File: src/pkg/tmr_pkg.sv
// Package for the capture timer: register map, fields, reset values.
// Assumes an APB slave with 32-bit data and word-aligned registers.
package tmr_pkg;
  localparam int          ADDR_W        = 8;
  localparam int          DATA_W        = 32;
  // Register byte addresses.
  localparam logic [7:0]  CTL0_ADDR     = 8'h00;
  localparam logic [7:0]  CTL1_ADDR     = 8'h04;
  localparam logic [7:0]  CTL2_ADDR     = 8'h08;
  localparam logic [7:0]  CNT_HI_ADDR   = 8'h0C;
  localparam logic [7:0]  CNT_LO_ADDR   = 8'h10;
  localparam logic [7:0]  RLD_HI_ADDR   = 8'h14;
  localparam logic [7:0]  RLD_LO_ADDR   = 8'h18;
  localparam logic [7:0]  CAP_HI_ADDR   = 8'h1C;
  localparam logic [7:0]  CAP_LO_ADDR   = 8'h20;
  localparam logic [7:0]  NF_ADDR       = 8'h24;
  // Control 0 fields.
  localparam int          CTL0_CAUSE    = 7;
  localparam int          CTL0_IRQ      = 0;
  localparam int          IRQCFG_LSB    = 5;
  // Control 1 fields.
  localparam int          CTL1_EN       = 7;
  localparam int          CTL1_POL      = 6;
  // Noise filter fields.
  localparam int          NF_EN         = 7;
  localparam int          NF_SAT        = 3;
  localparam int          NF_WLSB       = 4;
  // Reset values and filter width limits.
  localparam logic [15:0] CNT_INIT      = 16'h0001;
  localparam logic [15:0] RLD_RESET     = 16'hFFFF;
  localparam logic [2:0]  NF_WSEL_RESET = 3'h0;
  localparam int          NF_MIN_W      = 4;
  localparam int          NF_MAX_W      = 11;
endpackage : tmr_pkg

File: src/hdl/capture_timer.sv
// Capture timer with coherent count readout and input noise filter.
// Assumes an APB master on clock_in and an asynchronous timer input pin.
// Functional notes
// - On selected input edge copy counter into capture registers.
// - Counter advances each timer clock up to the 16-bit reload value.
// - Polarity bit chooses rising or falling capture edge.
// - Capture raises interrupt; counter keeps running, no reload.
// - Capture sets the capture cause flag.
// - Reaching reload raises interrupt and counting continues.
// - Reload interrupt clears the capture cause flag.
// - Count may be read while enabled without disturbing timer.
// - Enabled high-byte read latches low byte into holding register.
// - Low-byte read after high-byte read returns holding register.
// - Disabled low-byte read returns live counter.
// - Timer output toggles at every reload.
// - Input synchronised to timer clock before sampling.
// - Filter enable 0 bypasses filter, 1 inserts it.
// - Filter counter width selectable from 4 to 11 bits.
// - Filter output switches only when counter saturates.
// - Active-low saturated output flags noise presence.
// - Filter keeps running in deepest sleep mode.
// - PWM duty and period follow reload, compare and prescale; this block has no compare or prescale and leaves them to software.
//
// Design decisions made here: the register offsets and register access over APB.
`timescale 1ns/10ps
module capture_timer #(
  parameter int CNT_W = 16
) (
  // Clock and reset
  input  wire logic                       clock_in,
  input  wire logic                       sys_rst_in,
  // APB slave
  input  wire logic                       psel_in,
  input  wire logic                       penable_in,
  input  wire logic                       pwrite_in,
  input  wire logic [tmr_pkg::ADDR_W-1:0] paddr_in,
  input  wire logic [tmr_pkg::DATA_W-1:0] pwdata_in,
  output logic      [tmr_pkg::DATA_W-1:0] prdata_out,
  output logic                            pready_out,
  output logic                            pslverr_out,
  // Timer pins and status
  input  wire logic                       timer_in,
  output logic                            timer_out,
  output logic                            timer_irq_out,
  output logic                            filter_saturated_n_out
);
  import tmr_pkg::*;

  typedef struct packed {
    logic [1:0]       sync;
    logic             in_prev;
    logic [10:0]      nf_cnt;
    logic             nf_out;
    logic             nf_sat_n;
    logic [CNT_W-1:0] count;
    logic [CNT_W-1:0] reload;
    logic [CNT_W-1:0] capture_value_regs;
    logic [7:0]       hold;
    logic             enable;
    logic             input_polarity_select;
    logic [1:0]       timer_irq_config;
    logic             capture_cause_flag;
    logic             irq_pend;
    logic             filter_enable;
    logic [2:0]       filter_width_select;
    logic             tout;
    logic             irq;
    logic [31:0]      rdata;
    logic             ready;
    logic             slverr;
  } state_t;

  state_t st;
  state_t next_st;

  // Top count of the filter counter for the selected width.
  function automatic logic [10:0] nf_top(input logic [2:0] wsel);
    nf_top = 11'((32'h1 << (NF_MIN_W + int'(wsel))) - 1);
  endfunction : nf_top

  logic             access;
  logic             wr;
  logic             rd;
  logic             in_s;
  logic             edge_hit;
  logic             reload_hit;
  logic [10:0]      top;

  always_comb begin
    next_st     = st;
    access      = psel_in && penable_in && !st.ready;
    wr          = access && pwrite_in;
    rd          = access && !pwrite_in;
    top         = nf_top(st.filter_width_select);
    // The filter runs off clock_in alone, so it needs no enable and keeps
    // working when the rest of the chip sleeps.
    next_st.sync = {st.sync[0], timer_in};
    if (st.sync[1]) begin
      // A narrower width chosen mid-run must not let the counter run on.
      if (st.nf_cnt < top) begin
        next_st.nf_cnt = st.nf_cnt + 11'h001;
      end
    end else if (st.nf_cnt != 11'h000) begin
      next_st.nf_cnt = st.nf_cnt - 11'h001;
    end
    if (st.nf_cnt >= top) begin
      next_st.nf_out = 1'b1;
    end else if (st.nf_cnt == 11'h000) begin
      next_st.nf_out = 1'b0;
    end
    // Low while the counter sits at either rail; high means noise.
    next_st.nf_sat_n = !(st.nf_cnt >= top || st.nf_cnt == 11'h000);
    in_s = st.filter_enable ? st.nf_out : st.sync[1];
    next_st.in_prev = in_s;
    edge_hit = st.input_polarity_select ? (!in_s && st.in_prev)
                                        : (in_s && !st.in_prev);
    reload_hit = st.enable && (st.count == st.reload);
    next_st.irq_pend = 1'b0;
    if (st.enable) begin
      if (reload_hit) begin
        next_st.count              = CNT_INIT;
        next_st.tout               = !st.tout;
        next_st.irq_pend           = 1'b1;
        next_st.capture_cause_flag = 1'b0;
      end else begin
        next_st.count = st.count + 16'h0001;
      end
      // Capture wins the cause flag over a same-cycle reload.
      if (edge_hit) begin
        next_st.capture_value_regs = st.count;
        next_st.irq_pend           = 1'b1;
        next_st.capture_cause_flag = 1'b1;
      end
    end
    next_st.irq = st.irq_pend;
    // APB: one wait state, ready pulses for one cycle.
    next_st.ready  = access;
    next_st.slverr = 1'b0;
    next_st.rdata  = 32'h0000_0000;
    if (wr) begin
      unique case (paddr_in)
        CTL0_ADDR: begin
          next_st.timer_irq_config = pwdata_in[IRQCFG_LSB+1:IRQCFG_LSB];
        end
        CTL1_ADDR: begin
          next_st.enable                = pwdata_in[CTL1_EN];
          next_st.input_polarity_select = pwdata_in[CTL1_POL];
        end
        CTL2_ADDR: begin
        end
        CNT_HI_ADDR: next_st.count[15:8]  = pwdata_in[7:0];
        CNT_LO_ADDR: next_st.count[7:0]   = pwdata_in[7:0];
        RLD_HI_ADDR: next_st.reload[15:8] = pwdata_in[7:0];
        RLD_LO_ADDR: next_st.reload[7:0]  = pwdata_in[7:0];
        NF_ADDR: begin
          next_st.filter_enable       = pwdata_in[NF_EN];
          next_st.filter_width_select =
            pwdata_in[NF_WLSB+2:NF_WLSB];
        end
        default: next_st.slverr = 1'b1;
      endcase
    end else if (rd) begin
      unique case (paddr_in)
        CTL0_ADDR: begin
          next_st.rdata[CTL0_CAUSE]                  = st.capture_cause_flag;
          next_st.rdata[IRQCFG_LSB+1:IRQCFG_LSB]     = st.timer_irq_config;
          next_st.rdata[CTL0_IRQ]                    = st.irq;
        end
        CTL1_ADDR: begin
          next_st.rdata[CTL1_EN]  = st.enable;
          next_st.rdata[CTL1_POL] = st.input_polarity_select;
        end
        CTL2_ADDR: next_st.rdata = 32'h0000_0000;
        CNT_HI_ADDR: begin
          next_st.rdata[7:0] = st.count[15:8];
          if (st.enable) begin
            next_st.hold = st.count[7:0];
          end
        end
        CNT_LO_ADDR: begin
          next_st.rdata[7:0] = st.enable ? st.hold
                                         : st.count[7:0];
        end
        RLD_HI_ADDR: next_st.rdata[7:0] = st.reload[15:8];
        RLD_LO_ADDR: next_st.rdata[7:0] = st.reload[7:0];
        CAP_HI_ADDR: next_st.rdata[7:0] = st.capture_value_regs[15:8];
        CAP_LO_ADDR: next_st.rdata[7:0] = st.capture_value_regs[7:0];
        NF_ADDR: begin
          next_st.rdata[NF_EN]                   = st.filter_enable;
          next_st.rdata[NF_WLSB+2:NF_WLSB]       = st.filter_width_select;
          next_st.rdata[NF_SAT]                  = st.nf_sat_n;
        end
        default: next_st.slverr = 1'b1;
      endcase
    end
  end

  always_ff @(posedge clock_in) begin
    if (sys_rst_in) begin
      st                     <= '0;
      st.reload              <= RLD_RESET;
      st.count               <= CNT_INIT;
      st.filter_width_select <= NF_WSEL_RESET;
      st.nf_sat_n            <= 1'b1;
    end else begin
      st <= next_st;
    end
  end

  assign prdata_out             = st.rdata;
  assign pready_out             = st.ready;
  assign pslverr_out            = st.slverr;
  assign timer_out              = st.tout;
  assign timer_irq_out          = st.irq;
  assign filter_saturated_n_out = st.nf_sat_n;

  // Duty and period follow from reload, compare and prescale in software;
  // this block exposes only the reload, count and captured values.

  a_capture_copy: assert property (@(posedge clock_in) disable iff (sys_rst_in)
    st.enable && edge_hit |=> st.capture_value_regs == $past(st.count))
    else $error("capture value mismatch");
  a_count_step: assert property (@(posedge clock_in) disable iff (sys_rst_in)
    st.enable && !reload_hit && !wr |=> st.count == $past(st.count) + 16'h0001)
    else $error("counter did not advance");
  a_reload_restart: assert property (@(posedge clock_in)
    disable iff (sys_rst_in) reload_hit && !wr |=> st.count == CNT_INIT)
    else $error("counter did not restart");
  a_cause_set: assert property (@(posedge clock_in) disable iff (sys_rst_in)
    st.enable && edge_hit |=> st.capture_cause_flag ##1 timer_irq_out)
    else $error("capture cause or irq missing");
  a_reload_irq: assert property (@(posedge clock_in) disable iff (sys_rst_in)
    reload_hit && !edge_hit |=> !st.capture_cause_flag && $changed(st.tout)
    ##1 timer_irq_out)
    else $error("reload irq or toggle missing");
  a_hold_latch: assert property (@(posedge clock_in) disable iff (sys_rst_in)
    rd && paddr_in == CNT_HI_ADDR && st.enable |=> st.hold == $past(st.count[7:0]))
    else $error("holding register not loaded");
  a_live_low: assert property (@(posedge clock_in) disable iff (sys_rst_in)
    rd && paddr_in == CNT_LO_ADDR && !st.enable |=>
    prdata_out[7:0] == $past(st.count[7:0]))
    else $error("live low byte wrong");
  a_hyst_out: assert property (@(posedge clock_in) disable iff (sys_rst_in)
    st.nf_cnt != 11'h000 && st.nf_cnt < top |=> $stable(st.nf_out))
    else $error("filter switched before saturating");

  // Input path: synchroniser, bypass and the saturating filter.
  a_sync_stage: assert property (
    @(posedge clock_in) disable iff (sys_rst_in)
    1'b1 |=> st.sync[1] == $past(st.sync[0]))
    else $error("synchroniser stage skipped");
  a_bypass_path: assert property (
    @(posedge clock_in) disable iff (sys_rst_in)
    !st.filter_enable |-> in_s == st.sync[1])
    else $error("bypass path wrong");
  a_filter_up: assert property (
    @(posedge clock_in) disable iff (sys_rst_in)
    st.sync[1] && st.nf_cnt < top |=> st.nf_cnt == $past(st.nf_cnt) + 11'h001)
    else $error("filter did not count up");
  a_filter_down: assert property (
    @(posedge clock_in) disable iff (sys_rst_in)
    !st.sync[1] && st.nf_cnt != 11'h000 |=>
    st.nf_cnt == $past(st.nf_cnt) - 11'h001)
    else $error("filter did not count down");
  a_filter_rise: assert property (
    @(posedge clock_in) disable iff (sys_rst_in)
    st.nf_cnt >= top |=> st.nf_out)
    else $error("filter output not high at top");
  a_filter_fall: assert property (
    @(posedge clock_in) disable iff (sys_rst_in)
    st.nf_cnt == 11'h000 |=> !st.nf_out)
    else $error("filter output not low at zero");

  // The saturation flag is what software uses to judge the line quality.
  a_sat_low: assert property (
    @(posedge clock_in) disable iff (sys_rst_in)
    st.nf_cnt == 11'h000 |=> !filter_saturated_n_out)
    else $error("saturation flag not low at zero");
  a_sat_top: assert property (
    @(posedge clock_in) disable iff (sys_rst_in)
    st.nf_cnt >= top |=> !filter_saturated_n_out)
    else $error("saturation flag not low at top");
  a_sat_high: assert property (
    @(posedge clock_in) disable iff (sys_rst_in)
    st.nf_cnt != 11'h000 && st.nf_cnt < top |=> filter_saturated_n_out)
    else $error("saturation flag not high mid-range");
  a_width_sel: assert property (
    @(posedge clock_in) disable iff (sys_rst_in)
    wr && paddr_in == NF_ADDR |=>
    st.filter_width_select == $past(pwdata_in[NF_WLSB+2:NF_WLSB]))
    else $error("filter width not stored");

  // Bus side: one wait state, pulses of one cycle.
  a_ready_wait: assert property (
    @(posedge clock_in) disable iff (sys_rst_in)
    psel_in && penable_in && !pready_out |=> pready_out)
    else $error("ready not given after one wait");
  a_ready_pulse: assert property (
    @(posedge clock_in) disable iff (sys_rst_in)
    pready_out |=> !pready_out)
    else $error("ready held too long");
  a_slverr_only: assert property (
    @(posedge clock_in) disable iff (sys_rst_in)
    pslverr_out |-> pready_out)
    else $error("error without ready");
  a_rdata_idle: assert property (
    @(posedge clock_in) disable iff (sys_rst_in)
    !pready_out |-> prdata_out == 32'h0000_0000)
    else $error("read data outside ready cycle");
  a_en_write: assert property (
    @(posedge clock_in) disable iff (sys_rst_in)
    wr && paddr_in == CTL1_ADDR |=> st.enable == $past(pwdata_in[CTL1_EN]))
    else $error("enable bit not stored");

  // Counter, capture and readout.
  a_idle_count: assert property (
    @(posedge clock_in) disable iff (sys_rst_in)
    !st.enable && !wr |=> $stable(st.count))
    else $error("counter moved while disabled");
  a_reload_value: assert property (
    @(posedge clock_in) disable iff (sys_rst_in)
    reload_hit |-> st.count == st.reload)
    else $error("reload hit off value");
  a_capture_runs: assert property (
    @(posedge clock_in) disable iff (sys_rst_in)
    st.enable && edge_hit && !reload_hit && !wr |=>
    st.count == $past(st.count) + 16'h0001)
    else $error("capture disturbed counting");
  a_read_quiet: assert property (
    @(posedge clock_in) disable iff (sys_rst_in)
    rd && st.enable && !reload_hit |=> st.count == $past(st.count) + 16'h0001)
    else $error("read disturbed counting");
  a_hold_stable: assert property (
    @(posedge clock_in) disable iff (sys_rst_in)
    !(rd && paddr_in == CNT_HI_ADDR && st.enable) |=> $stable(st.hold))
    else $error("holding register changed");
  a_low_hold: assert property (
    @(posedge clock_in) disable iff (sys_rst_in)
    rd && paddr_in == CNT_LO_ADDR && st.enable |=>
    prdata_out[7:0] == $past(st.hold))
    else $error("low byte not from holding register");
  a_toggle_only: assert property (
    @(posedge clock_in) disable iff (sys_rst_in)
    !reload_hit |=> $stable(st.tout))
    else $error("output toggled without reload");
  a_cause_hold: assert property (
    @(posedge clock_in) disable iff (sys_rst_in)
    !(st.enable && edge_hit) && !reload_hit |=> $stable(st.capture_cause_flag))
    else $error("cause flag changed without event");
  a_cap_hold: assert property (
    @(posedge clock_in) disable iff (sys_rst_in)
    !(st.enable && edge_hit) |=> $stable(st.capture_value_regs))
    else $error("capture value changed without edge");
  a_pol_fall: assert property (
    @(posedge clock_in) disable iff (sys_rst_in)
    st.input_polarity_select && edge_hit |-> !in_s)
    else $error("falling capture on wrong level");
  a_pol_rise: assert property (
    @(posedge clock_in) disable iff (sys_rst_in)
    !st.input_polarity_select && edge_hit |-> in_s)
    else $error("rising capture on wrong level");
  a_irq_delay: assert property (
    @(posedge clock_in) disable iff (sys_rst_in)
    st.irq_pend |=> timer_irq_out)
    else $error("pending interrupt not raised");
  a_irq_source: assert property (
    @(posedge clock_in) disable iff (sys_rst_in)
    timer_irq_out |-> $past(st.irq_pend))
    else $error("interrupt without event");
  c_capture: cover property (@(posedge clock_in) st.enable && edge_hit);
  c_hold_read: cover property (@(posedge clock_in) rd && st.enable);
  c_slverr: cover property (@(posedge clock_in) pslverr_out);
  c_reload: cover property (@(posedge clock_in) reload_hit);
  c_filtered: cover property (@(posedge clock_in) st.filter_enable && !st.nf_sat_n);
endmodule : capture_timer

File: config.mk
export PLATFORM = sky130hd
export DESIGN_NAME = capture_timer
export DESIGN_NICKNAME = d
export VERILOG_FILES = /design/src/pkg/tmr_pkg.sv /design/src/hdl/capture_timer.sv
export SDC_FILE = /design/constraint.sdc
export NUM_CORES = 1
export LEC_CHECK = 0
export ABC_CLOCK_PERIOD_IN_PS = 2700
export BUFFER_PORTS_ARGS = -buffer_cell sky130_fd_sc_hd__buf_2
export CORE_MARGIN = 10
export CORE_UTILIZATION = 58
export CTS_CLUSTER_DIAMETER = 30
export DETAILED_ROUTE_END_ITERATION = 10
export HOLD_SLACK_MARGIN = 0.05
export PLACE_DENSITY = 0.9
export SYNTH_ARGS = -nofsm -noshare
export SYNTH_HDL_FRONTEND = slang
export SYNTH_SLANG_ARGS = --single-unit
File: constraint.sdc
create_clock -name clock_in -period 2.7 [get_ports clock_in]
set_clock_uncertainty 0.05 [all_clocks]
set_input_delay 0.27 -clock clock_in [delete_from_list [all_inputs] [get_ports clock_in]]
set_output_delay 0.27 -clock clock_in [all_outputs]
set_load 0.02 [all_outputs]
==> flow_summary.ini <==
[critical_path]
crit_slowest_cell = sky130_fd_sc_hd__a2111oi_4
critical-path-max-stage-delay_ps = 380
crit_path_end_kind = flop
setup.worst_path.start_class = flop
timing.reg2reg.setup_slack_ps = 240
critical_path_depth = 8
critPathLaunch = st[117]$_SDFF_PP0_
worstPathRequired_ps = 2910
timing.reg2reg.worst_path_depth = 8
worstReg2RegEnd = st[114]$_SDFFE_PP0P_
critical_path_class = flop to flop
critical_path_buf_inv_count = 1
worst-endpoint-arrival_ps = 2670
path_cells = inv_2 -> ha_1 -> and3_4 -> a2111oi_4 -> o21ai_1 -> a21oi_2 -> mux2i_1 -> mux2_1
regToRegStartpoint = st[117]$_SDFF_PP0_
worst-path-max-fanout = 7
timing.critical_path.max_delay_family = compound AO/OA/AOI/OAI gates
endpoint = st[114]$_SDFFE_PP0P_

[timing]
tightestPinTransition_ps = 701
tns_ps = 0
post-route-min-period_ps = 2460
rsz_0062_raised_after_global_routing = false
finalHoldViolations = 0
final.period_utilization = 0.912
setup_failing_eps_final = 0
drv_slew = 0
max_clock_freq_mhz = 406
relSlewSlack = 0.530

[floorplan]
design.portCount = 83
placementRows = 35
initial_utilization = 0.593
floorplan.die_area_sq_mm = 0.0137
horizontal_die_dimension_microns = 117
fp.dieH_microns = 117
placeableCoreArea_sq_mm = 0.00920

[yosys]
number_of_enable_type_register_cells_in_the_synthesized_netlist = 0
synthMostInstantiatedCell = sky130_fd_sc_hd__dfxtp_1
ys_warn_count = 0
netlist_top_cells_count = 94 x sky130_fd_sc_hd__dfxtp_1, 79 x sky130_fd_sc_hd__nand2_1, 60 x sky130_fd_sc_hd__nor2_1
synth_cell_types = 63
synth_top_area_share = 0.345
syn-instance-count = 633
syn-mean-instance-area_sq_um = 8.61
yosys_most_used_dff = sky130_fd_sc_hd__dfxtp_1
synth-seq-cells = 94
synth_top_cells_by_area = sky130_fd_sc_hd__dfxtp_1 35%, sky130_fd_sc_hd__mux2i_1 7.5%, sky130_fd_sc_hd__nand2_1 5.4%, sky130_fd_sc_hd__ha_1 4.8%, sky130_fd_sc_hd__buf_4 4.7%
async_flop_share = 0
synth_largest_area_cell = sky130_fd_sc_hd__dfxtp_1
synth_seq_area_share = 0.345
post_synthesis_cell_area_sq_mm = 0.00545

[finish]
final_net_count = 725
multi_input_comb_area_sq_mm = 0.00325
post-route-util = 0.634
drive_gt1_frac = 0.136
layout.filler_cells = 763
diodes = 0
syn2layout_area_growth_pct = 7.00
ff_latch_area_sq_mm = 0.00188
final-instance-count-excl-fill = 772

[pwr]
p_leak_nw = 2.45
comb_power_share = 0.324
cellPowerDensity_mw_per_mm2 = 666
max-vdd-ir-drop_mv = 0.584
swShare = 0.328
clock_power_share = 0.269
power.net_switching_mw = 1.27
seqPwrFrac = 0.407
power.internal_mw = 2.61

[clock_network]
worst_skew_pair.late_latency_ps = 370
clockRootBuffer = sky130_fd_sc_hd__clkbuf_8
tritoncts.num_buffers = 9
path_clk_slew_ps = 90
clock-sinks = 94
cts-htree-levels = 3
clock_tree_from_tritoncts = yes
bufs_on_longest_clock_path = 2
cts.repair_timing.setup_buffer_count = 0

[min_path]
hold_path_class = input pin to flop

[grt]
first_global_vias = 4588
grt-ovfl-total = 0
largest_net_degree_at_the_start_of_global_routing = 83
grt_antenna_before_repair = 0
grt_first_pass_wirelength_microns = 23200
groute.usage.overall = 0.214

[status]
outcome = complete, no violations

[detailed_routing]
post_drt_via_cell_ratio = 6.19
detail_route.drc_violations = 0
first_drt_iteration_drcs = 485
vias = 4775
detailedRoute.firstPassIterationCount = 5
detail_route.wirelength_microns = 14300
routed_wire_length_per_instance_microns = 18.6
drtAntennaViolNets = 0

[flow_run]
maxCapViolations = 0

[place]
placedCellCount = 756
buffer_ports.inserted = 34
gp_congestion = 0.943
dp.final_hpwl_microns = 10700
## final cells by class
cell class,instances,area share
Multi-Input combinational cell,493,0.557
Sequential cell,94,0.323
Timing Repair Buffer,51,0.0536
Tap cell,111,0.0238
Clock buffer,10,0.0236
Clock inverter,5,0.0142
Inverter,8,0.00515
## worst min-delay path, stage by stage
cell,delay (ps)
sky130_fd_sc_hd__buf_2,130
sky130_fd_sc_hd__nand2_1,50
sky130_fd_sc_hd__o21ai_0,60
## power by group through the flow
stage	clock, mW	sequential [mW]	combinational (mW)
5_1_grt	1.11	1.59	1.41
2_1_floorplan	0	1.58	0.988
6_report	1.04	1.58	1.26
3_5_place_dp	0	1.61	1.23
3_3_place_gp	0	1.60	1.15
4_1_cts	1.05	1.58	1.24
## cells in the final DEF, fill, tap and decap left out, types with 4 or more instances in the layout
master	count
sky130_fd_sc_hd__inv_1	7
sky130_fd_sc_hd__nor4_1	5
sky130_fd_sc_hd__clkbuf_8	10
sky130_fd_sc_hd__nand3_1	26
sky130_fd_sc_hd__conb_1	28
sky130_fd_sc_hd__a221oi_1	8
sky130_fd_sc_hd__nand3b_1	18
sky130_fd_sc_hd__dfxtp_1	94
sky130_fd_sc_hd__and4_1	4
sky130_fd_sc_hd__nor3_1	4
sky130_fd_sc_hd__nor2_1	60
sky130_fd_sc_hd__xnor2_1	25
sky130_fd_sc_hd__nor2b_1	8
sky130_fd_sc_hd__a21o_1	6
sky130_fd_sc_hd__a22oi_1	6
sky130_fd_sc_hd__and2_1	6
sky130_fd_sc_hd__a22o_1	5
sky130_fd_sc_hd__buf_4	15
sky130_fd_sc_hd__o21ai_0	20
sky130_fd_sc_hd__and3_1	7
sky130_fd_sc_hd__nand4_1	9
sky130_fd_sc_hd__o21ai_1	5
sky130_fd_sc_hd__nand2_1	79
sky130_fd_sc_hd__mux2i_1	41
sky130_fd_sc_hd__xor2_1	15
sky130_fd_sc_hd__a21oi_1	34
sky130_fd_sc_hd__buf_2	34
sky130_fd_sc_hd__ha_1	21
## registers in the layout, indices dropped and copies added (netlist names)
name	count
timer_irq_out	1
filter_saturated_n_out	1
timer_out	1
next_st	2
pready_out	1
pslverr_out	1
st	79
prdata_out	8
## per-layer routing
layer / vias to the layer above / wire length [microns] / track usage
li1: 2219 / - / -
met1: 2250 / 5410 / 0.253
met2: 260 / 7090 / 0.367
met3: 46 / 1330 / 0.0413
met4: 0 / 510 / 0.0964
met5: - / 0 / 0
## how the worst min path moves through the flow
stage | startpoint | endpoint | cells past startpoint
final | pwdata_in[1] | st[95]$_SDFF_PP0_ | 3
after global routing | pwdata_in[1] | st[95]$_SDFF_PP0_ | 3
after CTS | timer_in | next_st[117]$_SDFF_PP0_ | 2
after detailed placement | next_st[34]$_SDFF_PP0_ | timer_irq_out$_SDFF_PP0_ | 1
after global placement | next_st[34]$_SDFF_PP0_ | timer_irq_out$_SDFF_PP0_ | 1
after floorplan | pwdata_in[6] | st[100]$_SDFF_PP0_ | 2
## metrics by stage
stage	hold slack [ps]	total power [mW]	setup slack [ps]	instance area (sq um)
after floorplan	329	2.57	248	5550
after global placement	370	2.75	247	5600
after detailed placement	384	2.84	188	5600
after CTS	58.2	3.87	142	5820
after global routing	128	4.11	75.6	5830
final	122	3.88	238	5830
## kinds of logic after synthesis
logic type	share of synthesized area
simple gates	0.241
compound gates	0.135
flops	0.345
buf+inv	0.0778
mux	0.0835
xor+xnor	0.0643
fa+ha+maj	0.0519
other cells	0.00138
## repair_timing
action	4_1_cts	5_1_grt
hold buffers	0	1
endpoints found under the hold margin	0	1
gates resized for setup	0	3
setup endpoints to repair	0	1
No activity file was read; power rests on OpenSTA's default activity.
